### config.mk
export PLATFORM = sky130hd
export DESIGN_NAME = scs_command_set
export DESIGN_NICKNAME = d
export VERILOG_FILES = /design/src/hw/scs_command_set.v
export VERILOG_INCLUDE_DIRS = /design/src /design/src/hw
export SDC_FILE = /design/constraint.sdc
export NUM_CORES = 1
export LEC_CHECK = 0
export ABC_AREA = 1
export BUFFER_PORTS_ARGS = -buffer_cell sky130_fd_sc_hd__buf_2
export CORE_MARGIN = 10
export CORE_UTILIZATION = 56
export DETAILED_ROUTE_END_ITERATION = 10
export PLACE_DENSITY_LB_ADDON = 0.3
export SETUP_SLACK_MARGIN = 0.4
export SLEW_MARGIN = 20
export SYNTH_ARGS = -nofsm -noshare
export SYNTH_HDL_FRONTEND = slang
export SYNTH_SLANG_ARGS = --single-unit
### constraint.sdc
create_clock -name clk_i -period 2.9 [get_ports clk_i]
set_clock_uncertainty 0.1 [all_clocks]
set_input_delay 0.145 -clock clk_i [delete_from_list [all_inputs] [get_ports clk_i]]
set_output_delay 0.145 -clock clk_i [all_outputs]
set_load 0.03 [all_outputs]
### src/hw/scs_defines.vh
// Constants of the sensor command interpreter: codes, offsets, resets.
// Assumes a byte-framed link in front and firmware on classic Wishbone.
// Summary of operation
// - Tracking request returns six tracking bytes
// - Get-mode returns the current mode byte
// - Mode codes; unknown codes behave as suspend
// - Set-mode restarts measurement, loads its parameter as mode
// - Set-mode drives sample alert low
// - Mode resets to suspend code
// - Humidity starts at fifty percent
// - Results request drives sample alert low, unless a sample lands in the same cycle
// - Sample counter restarts at zero, counts samples
// - Result fields saturate at all ones
// - Results length follows current mode
// - Indoor modes send five listed fields
// - Public building mode sends two fields
// - Direction bits zero and one, others ignored
// - Pins three and four always inputs
// - Pin read gives four levels, upper zeros
// - Pin set drives selected pins high
// - Pin clear drives selected pins low
// - No pulls on user pins
// - Frame sum of code, params, checksum 0xFF
// - Responses start with status byte
`ifndef SCS_DEFINES_VH
`define SCS_DEFINES_VH
`define SCS_CMD_TRACK     8'h01
`define SCS_CMD_GET_MODE  8'h10
`define SCS_CMD_SET_MODE  8'h11
`define SCS_CMD_SET_HUM   8'h12
`define SCS_CMD_RESULTS   8'h18
`define SCS_CMD_PIN_DIR   8'h20
`define SCS_CMD_PIN_GET   8'h21
`define SCS_CMD_PIN_SET   8'h22
`define SCS_CMD_PIN_CLR   8'h23
`define SCS_MODE_SUSPEND  8'h00
`define SCS_MODE_IAQ      8'h01
`define SCS_MODE_ULP      8'h02
`define SCS_MODE_PUBLIC   8'h05
`define SCS_MODE_CLEAN    8'h80
`define SCS_HUM_RESET     8'h80
`define SCS_SUM_OK        8'hFF
`define SCS_ST_INVALID    7
`define SCS_ST_CSUM       6
`define SCS_LEN_IAQ       4'h8
`define SCS_LEN_PUBLIC    4'h4
`define SCS_LEN_TRACK     4'h6
`define SCS_ADR_CTRL      8'h00
`define SCS_ADR_QUAL      8'h04
`define SCS_ADR_VOC       8'h08
`define SCS_ADR_ETH       8'h0C
`define SCS_ADR_CO2       8'h10
`define SCS_ADR_REL       8'h14
`define SCS_ADR_TRK_LO    8'h18
`define SCS_ADR_TRK_HI    8'h1C
`define SCS_ADR_ERR       8'h20
`define SCS_ADR_STATUS    8'h24
`endif

### src/hw/scs_command_set.v
// Sensor command interpreter: request decode, response build, user pins.
// Assumes a byte link front end (rx strobe, frame start, tx handshake)
// and measurement firmware writing results over classic Wishbone.
`timescale 1ns/1ns
`include "scs_defines.vh"
module scs_command_set (
    input  wire        clk_i,
    input  wire        nrst_i,
    input  wire        wb_cyc_i,
    input  wire        wb_stb_i,
    input  wire        wb_we_i,
    input  wire [7:0]  wb_adr_i,
    input  wire [3:0]  wb_sel_i,
    input  wire [31:0] wb_dat_i,
    output reg  [31:0] wb_dat_o,
    output reg         wb_ack_o,
    input  wire        rx_start_i,
    input  wire        rx_valid_i,
    input  wire [7:0]  rx_data_i,
    input  wire        rx_err_i,
    output wire        tx_valid_o,
    input  wire        tx_ready_i,
    output reg  [7:0]  tx_data_o,
    output reg         sample_alert_o,
    input  wire        user_pin_one_i,
    output reg         user_pin_one_o,
    output reg         user_pin_one_oe_o,
    input  wire        user_pin_two_i,
    output reg         user_pin_two_o,
    output reg         user_pin_two_oe_o,
    input  wire        user_pin_three_i,
    input  wire        user_pin_four_i
);
    localparam [2:0] ST_CODE  = 3'd0;
    localparam [2:0] ST_PARAM = 3'd1;
    localparam [2:0] ST_CSUM  = 3'd2;
    localparam [2:0] ST_EXEC  = 3'd3;
    localparam [2:0] ST_SEND  = 3'd4;
    localparam [2:0] ST_DRAIN = 3'd5;

    reg [2:0]  state_reg;
    reg [7:0]  code_reg;
    reg [7:0]  param_reg;
    reg [7:0]  sum_reg;
    reg        need_reg;
    reg        frame_err_reg;
    reg [7:0]  mode_reg;
    reg [7:0]  hum_reg;
    reg [7:0]  count_reg;
    reg [1:0]  dir_reg;
    reg [1:0]  lvl_reg;
    reg [31:0] qual_reg;
    reg [31:0] voc_reg;
    reg [31:0] eth_reg;
    reg [31:0] co2_reg;
    reg [31:0] rel_reg;
    reg [47:0] track_reg;
    reg [3:0]  err_code_reg;
    reg [7:0]  resp_reg [0:8];
    reg [3:0]  resp_len_reg;
    reg [3:0]  idx_reg;
    reg [7:0]  tx_sum_reg;
    integer    i;

    // Parameter bytes a request carries
    function need_param;
        input [7:0] code;
        begin
            case (code)
                `SCS_CMD_SET_MODE, `SCS_CMD_SET_HUM, `SCS_CMD_PIN_DIR,
                `SCS_CMD_PIN_SET, `SCS_CMD_PIN_CLR: need_param = 1'b1;
                default: need_param = 1'b0;
            endcase
        end
    endfunction

    function known_code;
        input [7:0] code;
        begin
            case (code)
                `SCS_CMD_TRACK, `SCS_CMD_GET_MODE, `SCS_CMD_SET_MODE,
                `SCS_CMD_SET_HUM, `SCS_CMD_RESULTS, `SCS_CMD_PIN_DIR,
                `SCS_CMD_PIN_GET, `SCS_CMD_PIN_SET, `SCS_CMD_PIN_CLR:
                    known_code = 1'b1;
                default: known_code = 1'b0;
            endcase
        end
    endfunction

    function [7:0] sat8;
        input [31:0] v;
        begin
            sat8 = (|v[31:8]) ? 8'hFF : v[7:0];
        end
    endfunction

    function [15:0] sat16;
        input [31:0] v;
        begin
            sat16 = (|v[31:16]) ? 16'hFFFF : v[15:0];
        end
    endfunction

    wire wb_req = wb_cyc_i & wb_stb_i & ~wb_ack_o;
    wire wb_wr  = wb_req & wb_we_i & (&wb_sel_i);
    wire sample_pulse = wb_wr & (wb_adr_i == `SCS_ADR_CTRL) & wb_dat_i[0];
    wire [7:0] sum_next = sum_reg + rx_data_i;
    wire bad_sum = (sum_next != `SCS_SUM_OK);
    wire ok_exec = ~frame_err_reg & known_code(code_reg);
    wire [3:0] pin_levels = {user_pin_four_i, user_pin_three_i,
                             user_pin_two_i, user_pin_one_i};
    wire [15:0] voc16 = sat16(voc_reg);
    wire [15:0] eth16 = sat16(eth_reg);
    wire [15:0] co216 = sat16(co2_reg);
    wire is_iaq = (mode_reg == `SCS_MODE_IAQ) | (mode_reg == `SCS_MODE_ULP);
    wire is_pub = (mode_reg == `SCS_MODE_PUBLIC);
    wire exec_set_mode = (state_reg == ST_EXEC) & ok_exec & ~frame_err_reg
                         & (code_reg == `SCS_CMD_SET_MODE);
    wire exec_results  = (state_reg == ST_EXEC) & ok_exec
                         & (code_reg == `SCS_CMD_RESULTS);

    assign tx_valid_o = (state_reg == ST_SEND);

    // Request parser and response sequencer
    always @(posedge clk_i or negedge nrst_i) begin
        if (!nrst_i) begin
            state_reg     <= ST_CODE;
            code_reg      <= 8'h00;
            param_reg     <= 8'h00;
            sum_reg       <= 8'h00;
            need_reg      <= 1'b0;
            frame_err_reg <= 1'b0;
            resp_len_reg  <= 4'h0;
            idx_reg       <= 4'h0;
            tx_sum_reg    <= 8'h00;
            tx_data_o     <= 8'h00;
            for (i = 0; i < 9; i = i + 1)
                resp_reg[i] <= 8'h00;
        end else if (rx_start_i) begin
            // A new frame abandons any unread response
            state_reg     <= ST_CODE;
            sum_reg       <= 8'h00;
            frame_err_reg <= 1'b0;
        end else begin
            case (state_reg)
                ST_CODE: begin
                    if (rx_valid_i) begin
                        code_reg  <= rx_data_i;
                        sum_reg   <= sum_next;
                        need_reg  <= need_param(rx_data_i);
                        state_reg <= need_param(rx_data_i) ? ST_PARAM : ST_CSUM;
                    end
                    if (rx_err_i)
                        frame_err_reg <= 1'b1;
                end
                ST_PARAM: begin
                    if (rx_valid_i) begin
                        param_reg <= rx_data_i;
                        sum_reg   <= sum_next;
                        state_reg <= ST_CSUM;
                    end
                    if (rx_err_i)
                        frame_err_reg <= 1'b1;
                end
                ST_CSUM: begin
                    if (rx_valid_i) begin
                        state_reg <= ST_EXEC;
                        // Checksum failure blocks execution
                        if (bad_sum)
                            code_reg <= 8'hFF;
                        resp_reg[0] <= {~known_code(code_reg) & ~bad_sum | rx_err_i
                                        | frame_err_reg, bad_sum, 2'b00,
                                        err_code_reg};
                    end
                    if (rx_err_i)
                        frame_err_reg <= 1'b1;
                end
                ST_EXEC: begin
                    // Status byte must already stand when valid rises
                    tx_data_o    <= {resp_reg[0][7] | frame_err_reg, resp_reg[0][6:0]};
                    resp_len_reg <= 4'h1;
                    idx_reg      <= 4'h0;
                    tx_sum_reg   <= 8'h00;
                    state_reg    <= ST_SEND;
                    if (frame_err_reg)
                        resp_reg[0][`SCS_ST_INVALID] <= 1'b1;
                    if (ok_exec) begin
                        case (code_reg)
                            `SCS_CMD_TRACK: begin
                                resp_len_reg <= 4'h1 + `SCS_LEN_TRACK;
                                for (i = 0; i < 6; i = i + 1)
                                    resp_reg[i + 1] <= track_reg[47 - 8 * i -: 8];
                            end
                            `SCS_CMD_GET_MODE: begin
                                resp_len_reg <= 4'h2;
                                resp_reg[1]  <= mode_reg;
                            end
                            `SCS_CMD_PIN_GET: begin
                                resp_len_reg <= 4'h2;
                                resp_reg[1]  <= {4'h0, pin_levels};
                            end
                            `SCS_CMD_RESULTS: begin
                                if (is_iaq) begin
                                    resp_len_reg <= 4'h1 + `SCS_LEN_IAQ;
                                    resp_reg[1] <= sat8(qual_reg);
                                    resp_reg[2] <= voc16[15:8];
                                    resp_reg[3] <= voc16[7:0];
                                    resp_reg[4] <= eth16[15:8];
                                    resp_reg[5] <= eth16[7:0];
                                    resp_reg[6] <= co216[15:8];
                                    resp_reg[7] <= co216[7:0];
                                    resp_reg[8] <= sat8(rel_reg);
                                end else if (is_pub) begin
                                    resp_len_reg <= 4'h1 + `SCS_LEN_PUBLIC;
                                    resp_reg[1] <= voc16[15:8];
                                    resp_reg[2] <= voc16[7:0];
                                    resp_reg[3] <= eth16[15:8];
                                    resp_reg[4] <= eth16[7:0];
                                end
                            end
                            default: begin
                                resp_len_reg <= 4'h1;
                            end
                        endcase
                    end
                end
                ST_SEND: begin
                    // Payload bytes, then the closing checksum
                    if (idx_reg < resp_len_reg)
                        tx_data_o <= resp_reg[idx_reg];
                    else
                        tx_data_o <= ~tx_sum_reg;
                    if (tx_ready_i) begin
                        if (idx_reg == resp_len_reg) begin
                            state_reg <= ST_CODE;
                            sum_reg   <= 8'h00;
                        end else begin
                            idx_reg    <= idx_reg + 4'h1;
                            tx_sum_reg <= tx_sum_reg + resp_reg[idx_reg];
                            tx_data_o  <= (idx_reg + 4'h1 < resp_len_reg) ?
                                          resp_reg[idx_reg + 4'h1] :
                                          ~(tx_sum_reg + resp_reg[idx_reg]);
                        end
                    end
                end
                default: begin
                    state_reg <= ST_CODE;
                end
            endcase
        end
    end

    // Mode, humidity, sample counter, alert and user pins
    always @(posedge clk_i or negedge nrst_i) begin
        if (!nrst_i) begin
            mode_reg          <= `SCS_MODE_SUSPEND;
            hum_reg           <= `SCS_HUM_RESET;
            count_reg         <= 8'h00;
            sample_alert_o    <= 1'b0;
            dir_reg           <= 2'b00;
            lvl_reg           <= 2'b00;
            user_pin_one_o    <= 1'b0;
            user_pin_one_oe_o <= 1'b0;
            user_pin_two_o    <= 1'b0;
            user_pin_two_oe_o <= 1'b0;
        end else begin
            if (exec_set_mode) begin
                mode_reg  <= param_reg;
                count_reg <= 8'h00;
            end else if (sample_pulse) begin
                count_reg <= count_reg + 8'h01;
            end
            // A fresh sample in the same cycle wins over the results clear, not over the set-mode clear
            if (sample_pulse & ~exec_set_mode)
                sample_alert_o <= 1'b1;
            else if (exec_set_mode | exec_results)
                sample_alert_o <= 1'b0;
            if ((state_reg == ST_EXEC) & ok_exec) begin
                case (code_reg)
                    `SCS_CMD_SET_HUM: hum_reg <= param_reg;
                    `SCS_CMD_PIN_DIR: dir_reg <= param_reg[1:0];
                    `SCS_CMD_PIN_SET: lvl_reg <= lvl_reg | param_reg[1:0];
                    `SCS_CMD_PIN_CLR: lvl_reg <= lvl_reg & ~param_reg[1:0];
                    default: lvl_reg <= lvl_reg;
                endcase
            end
            // Only pins one and two have drivers; no pulls on any pin
            user_pin_one_o    <= lvl_reg[0];
            user_pin_two_o    <= lvl_reg[1];
            user_pin_one_oe_o <= dir_reg[0];
            user_pin_two_oe_o <= dir_reg[1];
        end
    end

    // Wishbone slave: one wait state, unmapped reads give zero
    always @(posedge clk_i or negedge nrst_i) begin
        if (!nrst_i) begin
            wb_ack_o     <= 1'b0;
            wb_dat_o     <= 32'h0000_0000;
            qual_reg     <= 32'h0000_0000;
            voc_reg      <= 32'h0000_0000;
            eth_reg      <= 32'h0000_0000;
            co2_reg      <= 32'h0000_0000;
            rel_reg      <= 32'h0000_0000;
            track_reg    <= 48'h0000_0000_0000;
            err_code_reg <= 4'h0;
        end else begin
            wb_ack_o <= wb_req;
            if (wb_wr) begin
                case (wb_adr_i)
                    `SCS_ADR_QUAL:   qual_reg <= wb_dat_i;
                    `SCS_ADR_VOC:    voc_reg  <= wb_dat_i;
                    `SCS_ADR_ETH:    eth_reg  <= wb_dat_i;
                    `SCS_ADR_CO2:    co2_reg  <= wb_dat_i;
                    `SCS_ADR_REL:    rel_reg  <= wb_dat_i;
                    `SCS_ADR_TRK_LO: track_reg[31:0]  <= wb_dat_i;
                    `SCS_ADR_TRK_HI: track_reg[47:32] <= wb_dat_i[15:0];
                    `SCS_ADR_ERR:    err_code_reg <= wb_dat_i[3:0];
                    default:         err_code_reg <= err_code_reg;
                endcase
            end
            if (wb_req & ~wb_we_i) begin
                case (wb_adr_i)
                    `SCS_ADR_QUAL:   wb_dat_o <= qual_reg;
                    `SCS_ADR_VOC:    wb_dat_o <= voc_reg;
                    `SCS_ADR_ETH:    wb_dat_o <= eth_reg;
                    `SCS_ADR_CO2:    wb_dat_o <= co2_reg;
                    `SCS_ADR_REL:    wb_dat_o <= rel_reg;
                    `SCS_ADR_TRK_LO: wb_dat_o <= track_reg[31:0];
                    `SCS_ADR_TRK_HI: wb_dat_o <= {16'h0000, track_reg[47:32]};
                    `SCS_ADR_ERR:    wb_dat_o <= {28'h0000000, err_code_reg};
                    `SCS_ADR_STATUS: wb_dat_o <= {5'h00, dir_reg, sample_alert_o,
                                                  hum_reg, count_reg, mode_reg};
                    default:         wb_dat_o <= 32'h0000_0000;
                endcase
            end
        end
    end
endmodule // scs_command_set

# [Word level (Yosys, flattened, before mapping)]
# Cells that the tools add are included.
[word_totals] mem_count=0 ff_bits=400 word_cells=243 latchBits=0 input_bits=65 romBits=0 ram_bits=0
[op_classes] n_eq_ne=46 magnitude_cmp=4 n_bitwise=33 n_reduce_logical=49 div_mod_pow=0 n_shift=0 multipliers=0 n_mux=68 addsub=4
[op_table] cell="32-bit case mux with 9 select lines" n=1
[op_table] cell="8-bit 2-to-1 mux" n=22
[op_table] cell="32-bit 2-to-1 mux" n=3
[op_table] cell="8-bit by 5-bit == test with 1-bit output (second input constant)" n=10
[op_table] cell="40-bit case mux with 2 select lines" n=1
[op_table] cell="8-bit by 6-bit == test with 1-bit output (second input constant)" n=9
[op_table] cell="8-bit binary-select mux with 4-bit select" n=2
[op_table] cell="8-bit case mux with 2 select lines" n=4
[op_table] cell="16-bit 2-to-1 mux" n=3
[op_table] cell="16-bit OR reduction" n=3
[op_table] cell="24-bit OR reduction" n=2
[op_table] cell="8-bit case mux with 4 select lines" n=1
[op_table] cell="5-bit AND reduction" n=6
[op_table] cell="2-bit AND reduction" n=14
[op_table] cell="3-bit 2-to-1 mux" n=7
[op_table] cell="2-bit nonzero test" n=9
[op_table] cell="8-bit adder" n=2
[op_table] cell="8-bit by 1-bit == test with 1-bit output (second input constant)" n=2
[op_table] cell="8-bit by 3-bit == test with 1-bit output (second input constant)" n=2
[op_table] cell="8-bit by 4-bit == test with 1-bit output (second input constant)" n=2
[op_table] cell="4-bit 2-to-1 mux" n=4
[op_table] cell="8-bit inverter" n=2
[op_table] cell="4-bit AND reduction" n=4
[op_table] cell="3-bit case mux with 5 select lines" n=1
[op_table] cell="other kinds (37)" n=88

# [Logic depth before layout (Yosys ltp)]
# Gate-level depths: netlist of run 1.
[depth] word_depth=12 ltp_mapped=21 depth_no_buf=19

# [Least setup slack after synthesis of run 1]
# OpenSTA, ideal clock, no wires.
[synth_timing] path_type="reg2reg" from="register idx_reg[1]" to="register tx_data_o[6]" stages_incl_launch_ff=22 setup_slack_ps=-27 required_ps=2687 setup_ps=113 t_arrival_ps=2714 path_buffers=2 path_cell_list="dfrtp_1 > buf_2 > clkinv_1 > clkbuf_1 > a21oi_1 > o21ai_0 > nand3_1 > nand3_1 > o21ai_0 > ha_1 > fa_1 > nand3_1 > nand2_1 > nand2_1 > nand2_1 > a21oi_1 > or2_2 > nand3_1 > nand3_1 > nand3_1 > nand2_1 > inv_1"
[synth_via] elab_chain_len=10 word_cells_on_any_way=19 classes_between="2 x add/sub; 2 x order compare; 1 x eq/ne; 11 x mux; 3 x bitwise"
[synth_lines] element="from (decl)" line="scs_command_set.v:61" text="reg [3:0] idx_reg;"
[synth_lines] element="from (signal assigned)" line="scs_command_set.v:238" text="idx_reg <= idx_reg + 4'h1;"
[synth_lines] element="4-bit inverter with 5-bit output (not written as such)" line="scs_command_set.v:230, scs_command_set.v:242"
[synth_lines] element="8-bit binary-select mux with 4-bit select" line="scs_command_set.v:230, scs_command_set.v:242"
[synth_lines] element="8-bit 2-to-1 mux (not written as such) (2 in series)" line="scs_command_set.v:230, scs_command_set.v:242"
[synth_lines] element="8-bit adder" line="scs_command_set.v:242" text="~(tx_sum_reg + resp_reg[idx_reg]);"
[synth_lines] element="8-bit inverter" line="scs_command_set.v:242"
[synth_lines] element="8-bit 2-to-1 mux" line="scs_command_set.v:240" text="tx_data_o <= (idx_reg + 4'h1 < resp_len_reg) ?"
[synth_lines] element="8-bit 2-to-1 mux" line="scs_command_set.v:234" text="if (idx_reg == resp_len_reg) begin"
[synth_lines] element="8-bit 2-to-1 mux (*)" line="scs_command_set.v:233" text="if (tx_ready_i) begin"
[synth_lines] element="8-bit case mux with 2 select lines (*)" line="scs_command_set.v:145" text="case (state_reg)"
[synth_lines] element="to (signal assigned)" line="scs_command_set.v:230" text="tx_data_o <= resp_reg[idx_reg];"
[synth_lines] element="to (signal assigned)" line="scs_command_set.v:232" text="tx_data_o <= ~tx_sum_reg;"
[synth_lines] element="to (signal assigned)" line="scs_command_set.v:240"
[synth_lines] element="to (decl)" line="scs_command_set.v:23" text="output reg [7:0] tx_data_o,"
# Mark *: on every way between the ends. The rest lies on a longest branch, timed or not. The select of a mux whose other input is x is not followed.
# A chain may end at the register's enable or synchronous reset.

# [Worst setup path after layout of run 1]
# Ends and elaborated chain as after synthesis.

==> summary.txt, run 1 <==
Pwr
  – Pwr dens: 715 nW/um2
  – Worst VDD drop: 0.537 mV
  – Sw frac: 0.356
  – NetSw: 6.36 mW
  – Comb pwr share: 0.344
  – Sequential share of power: 0.343
  – Pleak: 12.1 nW
  – Int Pwr: 11.5 mW
  – Clock network power share: 0.313
  – Total Power: 17.9 mW

Timing
  – Number of setup violations in the final report: 0
  – Final Hold Vio Count: 0
  – Post-layout min period: 2700 ps
  – RSZ-0062 raised after global routing: yes
  – Fin Setup TNS: 0 ps
  – Fin. max-slew vios: 0
  – Worst rel slew slack: 0.399
  – Worst-margin pin slew: 901 ps
  – Fin crit share: 0.930
  – Max Freq: 371 MHz

Global route
  – Grt peak-use layer: met2
  – Largest net degree at the start of global routing: 85
  – GRT Residual Overflow: 0
  – Met2 Track Usage GR: 0.554
  – Initial antenna violation count: 2
  – Vias in the first global route: 20000
  – M1 GR Usage: 0.451
  – Met3 Usage GRT: 0.0596
  – First-pass GRT wire length: 119000 um
  – GRT Overall Usage: 0.350

Critical path
  – Critical path fanouts, max: 4
  – Worst setup SP type: flop
  – Worst Path Buf+Inv: 3
  – CP Data Arrival Time: 3070 ps
  – Crit path kind: reg -> reg
  – CP peak stage delay: 450 ps
  – Crit-path slowest cell: dfrtp_2
  – Top delay family on crit path: simple AND/OR/NAND/NOR gates
  – Crit path cell chain: buf_4, buf_4, a21oi_1, o21ai_1, nand3_1, nand3_1, o21ai_2, ha_4, a21oi_2, nand2_2, nand2_1, nand2_1, a21oi_2, or2_4, nand3_2, nand3_2, nand3_2, nand2_1, inv_1
  – CP Data Required Time: 3280 ps
  – Crit. End Element: flop

Flow run
  – Maxcap violations: 0

Placement
  – Final Wtd Congestion: 1.07
  – PortBufs: 111
  – Placed cell area: 22300 um2
  – Dpl hpwl: 57800 um

CTS
  – H-tree depth: 2
  – Clock Path Buffers: 3
  – TritonCTS clock tree: yes
  – Sink Count: 400
  – Clock Latency Late Sink: 590 ps
  – Root Driver: clkbuf_16
  – CTS Buf Count: 44
  – Clock Pin Slew Worst Setup and Hold Paths: 60 ps

Route
  – Drt wl/cell: 23.2 um
  – DR iter-0 viols: 2546
  – Post-DRT Antenna Nets: 0
  – Via/cell ratio: 6.04
  – 1st-pass router iterations: 6
  – Routed WL: 78800 um
  – Vias: 20500
  – Post-route DRC: 0

Floorplanning
  – Std cell rows: 70
  – Die Span X: 211 um
  – Die ar.: 44700 um2
  – Initial core utilization: 0.564
  – Core area: 36300 um2
  – Die H: 211 um
  – I/O Pins: 112

Cells and area
  – Fillers: 2923
  – Max FFs per register: 70
  – Share of cells above drive strength 1: 0.167
  – Fin area: 25000 um2
  – Register area: 10000 um2
  – Leading cell type in the layout, fill and taps excluded: nand2_1
  – Inserted Diodes: 0
  – Area growth syn-to-layout: 21.8%
  – Most frequent cells in the layout: nand2_1, dfrtp_1, o21ai_0
  – Area of the multi-input gates: 9380 um2
  – Nets: 2987

Synth
  – Yosys warning count: 0
  – Cell count after synthesis: 2654
  – Cell variety after synth: 51
  – Primary FF master, synth: dfrtp_1
  – Avg Inst Size Synth: 7.73 um2
  – EDFF count, synth: 0
  – Sequential fraction of the synthesis area: 0.488
  – Async set-reset flop share out of synthesis: 1.00
  – Syn nets: 2745
  – Mapped Area: 20500 um2
  – Synth Register Bits: 400

Hold path
  – Hold WC Path Type: in -> reg

Status
  – Status: completed
[repair_timing]
action,in CTS,in global routing
hold endpoints to repair,307,0
hold buffers,49,0
gates cloned,1,2
gates resized for setup,70,100
buffers inserted,17,11
setup endpoints to repair,37,52
pin swaps,23,30
[final cells by class]
cell class,instances,area share
clock buffer,65,0.0508
clock inverter,15,0.00651
inverter,309,0.0472
multi-input combinational,1830,0.375
sequential,400,0.401
tap,468,0.0234
timing repair buffer,310,0.0956
timing repair inverter,1,0.000300
[path summary, 6_finish.rpt]
kind,slack [ps],to,cells past startpoint,from
worst max-delay path,200,tx_data_o[6]$_DFFE_PN0P_,19,idx_reg[1]$_DFFE_PN0P_
worst min-delay path,10,voc_reg[1]$_DFFE_PN0P_,3,wb_dat_i[1]
worst max register to register,200,tx_data_o[6]$_DFFE_PN0P_,19,idx_reg[1]$_DFFE_PN0P_
worst min register to register,270,user_pin_one_o$_DFF_PN0_,0,flop
max in group asynchronous,1670,qual_reg[25]$_DFFE_PN0P_,3,nrst_i
min in group asynchronous,80,tx_data_o[3]$_DFFE_PN0P_,2,nrst_i
[worst min-delay path: stages]
cell and delay, ps:
buf_2 70, inv_1 210, o21ai_0 220
[logic make-up after synthesis]
family          count (synthesis)  share of synthesized area
xor+xnor                       16                    0.00683
buf+inv                       426                     0.0808
flops                         400                      0.488
simple gates                 1062                      0.217
fa+ha+maj                      26                     0.0166
compound gates                724                      0.190
[through the flow]
stage / utilization / hold slack [ps] / setup WS [ps] / std cells
2_1_floorplan: - / -251 / 291 / 2654
3_3_place_gp: 0.612 / 114 / 65.3 / 3238
3_5_place_dp: 0.612 / 116 / 11.0 / 3238
4_1_cts: 0.676 / 4.18 / 184 / 3385
5_1_grt: 0.687 / 7.93 / 59.8 / 3398
6_report: 0.687 / 13.6 / 204 / 3398
[Yosys cell counts (3+ instances only)]
library cell  number  area [um2]
nor3_1            19        95.1
a221oi_1           8        70.1
o211ai_1          17         128
nand3_2            5        50.1
or2_2             14        87.6
buf_1              5        18.8
o21ai_1           64         320
xnor2_1            6        52.6
nor4_1             9        56.3
nand2_2            6        37.5
o2111ai_1         16         140
nor2_4             3        33.8
a21oi_1          131         656
o31ai_1            5        37.5
buf_2             28         140
nand3_1          130         651
dfrtp_1          399        9980
o21ai_0          413        2070
xor2_1            10        87.6
clkbuf_1          80         300
clkinv_1           6        22.5
nand4_1           24         150
inv_1            286        1070
ha_1              24         300
o221ai_1           7        61.3
o211a_1            3        30.0
o22ai_1           42         263
nor2_2             7        43.8
a31oi_1            9        56.3
nor2_1           113         424
nand2_1          722        2710
inv_2             17        63.8
[routing by layer]
metal  up-vias  part of all wire
met5         -           0.00028
met4         4             0.063
met3       231             0.088
met2      1176              0.46
met1      9822              0.39
li1       9274                 -
[power by group through the flow]
stage | sequential, mW | clock, mW | combinational, mW
CTS | 6.11 | 5.65 | 5.44
global route | 6.15 | 5.86 | 6.68
detailed placement | 6.21 | 0 | 4.76
floorplan | 6.23 | 0 | 2.94
global placement | 6.20 | 0 | 4.70
finish | 6.13 | 5.60 | 6.15
No activity file was read; power rests on OpenSTA's default activity.
==> inputs of run 2 (changes only) <==
--- a/config.mk
+++ b/config.mk
@@ -9,7 +9,7 @@
 export ABC_AREA = 1
 export BUFFER_PORTS_ARGS = -buffer_cell sky130_fd_sc_hd__buf_2
 export CORE_MARGIN = 10
-export CORE_UTILIZATION = 56
+export CORE_UTILIZATION = 55
 export DETAILED_ROUTE_END_ITERATION = 10
 export PLACE_DENSITY_LB_ADDON = 0.3
 export SETUP_SLACK_MARGIN = 0.4
==> summary.txt, run 2 (synthesis results as in run 1) <==
CTS
  – Clock Pin Slew Worst Setup and Hold Paths: 70 ps
  – H-tree depth: 2
  – Clock Path Buffers: 3
  – Clock Latency Late Sink: 590 ps
  – Root Driver: clkbuf_16
  – CTS Buf Count: 44
  – Sink Count: 400
  – TritonCTS clock tree: yes

Critical path
  – Worst setup SP type: flop
  – CP Data Required Time: 3300 ps
  – Crit-path slowest cell: dfrtp_2
  – Worst R2R Setup Slack: 120 ps
  – Top delay family on crit path: buffers and inverters
  – Crit path depth: 17
  – R2r worst-path depth: 17
  – Worst flop-to-flop path startpoint: idx_reg[0]$_DFFE_PN0P_
  – Crit path cell chain: clkinv_4, buf_16, o21ai_2, nand4_1, nand3_2, o21ai_4, ha_4, fa_2, nand3_2, nand2_2, buf_4, buf_6, xnor2_4, a21oi_2, nand2_1, nand2_1, o21ai_1
  – CP Data Arrival Time: 3180 ps
  – R2R Path End: tx_data_o[4]$_DFFE_PN0P_
  – Crit. End Element: flop
  – Critical path fanouts, max: 7
  – Crit path kind: reg -> reg
  – Worst Path Buf+Inv: 4
  – CP peak stage delay: 460 ps

Cells and area
  – Max FFs per register: 70
  – Register area: 10000 um2
  – Most frequent cells in the layout: nand2_1, dfrtp_1, o21ai_0
  – Leading cell type in the layout, fill and taps excluded: nand2_1
  – Area growth syn-to-layout: 22.0%
  – Area of the multi-input gates: 9360 um2
  – Nets: 2970
  – Finished Layout Cells: 3383
  – Fillers: 3074
  – Share of cells above drive strength 1: 0.162

Timing
  – Fin. max-slew vios: 0
  – Final Hold Vio Count: 0
  – Fin Setup TNS: 0 ps
  – Number of setup violations in the final report: 0
  – Fin crit share: 0.959
  – Worst-margin pin slew: 781 ps
  – Post-layout min period: 2780 ps
  – RSZ-0062 raised after global routing: yes
  – Max Freq: 359 MHz
  – Worst rel slew slack: 0.479

Floorplanning
  – Die H: 213 um
  – Die ar.: 45400 um2
  – I/O Pins: 112
  – Std cell rows: 70
  – Core area: 36700 um2
  – Initial core utilization: 0.559
  – Die Span X: 213 um

Placement
  – Dpl hpwl: 56700 um
  – PortBufs: 111
  – Final Wtd Congestion: 1.06
  – Inst Count DP: 3220

Pwr
  – Pwr dens: 721 nW/um2
  – Worst VDD drop: 0.461 mV
  – Pleak: 12.1 nW

Global route
  – Initial antenna violation count: 1
  – Vias in the first global route: 19400
  – GRT Residual Overflow: 0
  – First-pass GRT wire length: 117000 um
  – Largest net degree at the start of global routing: 83
  – GRT Overall Usage: 0.339

Flow run
  – Maxcap violations: 0

Status
  – Status: completed

Route
  – Post-DRT Antenna Nets: 0
  – Routed WL: 78300 um
  – Via/cell ratio: 6.03
  – DR iter-0 viols: 2665
  – Post-route DRC: 0
  – Drt wl/cell: 23.1 um
  – 1st-pass router iterations: 6
  – Vias: 20400

Hold path
  – Hold WC Path Type: in -> async
==> run 2: cell count changes in the layout (fill, tap and decap cells not counted), moves of 4 or more <==
cell,delta
buf_4,-21
o21ai_0,+7
a21oi_1,-6
a21oi_2,+6
clkinv_4,+4
clkinvlp_4,-4
o21ai_1,-4
==> run 2: layout make-up <==
class | instances | share of cell area
Sequential cell | 400 | 0.400
Multi-Input combinational cell | 1829 | 0.374
Timing Repair Buffer | 295 | 0.0955
Clock buffer | 66 | 0.0517
Inverter | 309 | 0.0472
Tap cell | 468 | 0.0234
Clock inverter | 15 | 0.00775
Antenna cell | 1 | 0.000100
==> run 2: repair_timing <==
| action | CTS | global route |
|---|---|---|
| hold buffers | 50 | 0 |
| pin swaps | 8 | 30 |
| cloned | 2 | 5 |
| endpoints found under the hold margin | 327 | 0 |
| buffers inserted | 4 | 20 |
| setup endpoints to repair | 21 | 57 |
| resized for setup | 32 | 120 |
==> run 2: through the flow <==
step	cell area [um2]	setup slack, ps	total power, mW	hold slack (ps)	util
finish	25000	118	18.0	32.3	0.682
detailed placement	22200	-4.28	10.9	113	0.604
global placement	22200	56.6	10.8	99.2	0.604
CTS	24300	180	17.0	48.9	0.663
global route	25000	-13.4	18.8	109	0.682
floorplan	20600	291	9.17	-251	-
==> run 2: routing by layer <==
metal	vias up	wire length, um	global-route usage	part of all wire
met5	-	0	0	0
met4	0	4190	0.170	0.053
met2	1082	36500	0.536	0.47
met3	221	6470	0.0532	0.083
met1	9872	31200	0.446	0.40
li1	9232	-	-	-
==> run 2: worst max-delay path by stage <==
stage | from | to | slack, ps
floorplan | idx_reg[0]$_DFFE_PN0P_ | tx_data_o[6]$_DFFE_PN0P_ | 290
global placement | idx_reg[0]$_DFFE_PN0P_ | tx_data_o[7]$_DFFE_PN0P_ | 60
detailed placement | idx_reg[0]$_DFFE_PN0P_ | tx_data_o[7]$_DFFE_PN0P_ | -4
CTS | idx_reg[0]$_DFFE_PN0P_ | tx_data_o[6]$_DFFE_PN0P_ | 180
global route | idx_reg[0]$_DFFE_PN0P_ | tx_data_o[6]$_DFFE_PN0P_ | -10
finish | idx_reg[0]$_DFFE_PN0P_ | tx_data_o[4]$_DFFE_PN0P_ | 120
==> run 2: where the power goes <==
group	switching, mW	total, mW	leakage (nW)	internal (mW)
combinational	3.65	6.13	5.98	2.48
sequential	0.269	6.13	5.34	5.86
clock	2.40	5.77	0.735	3.37
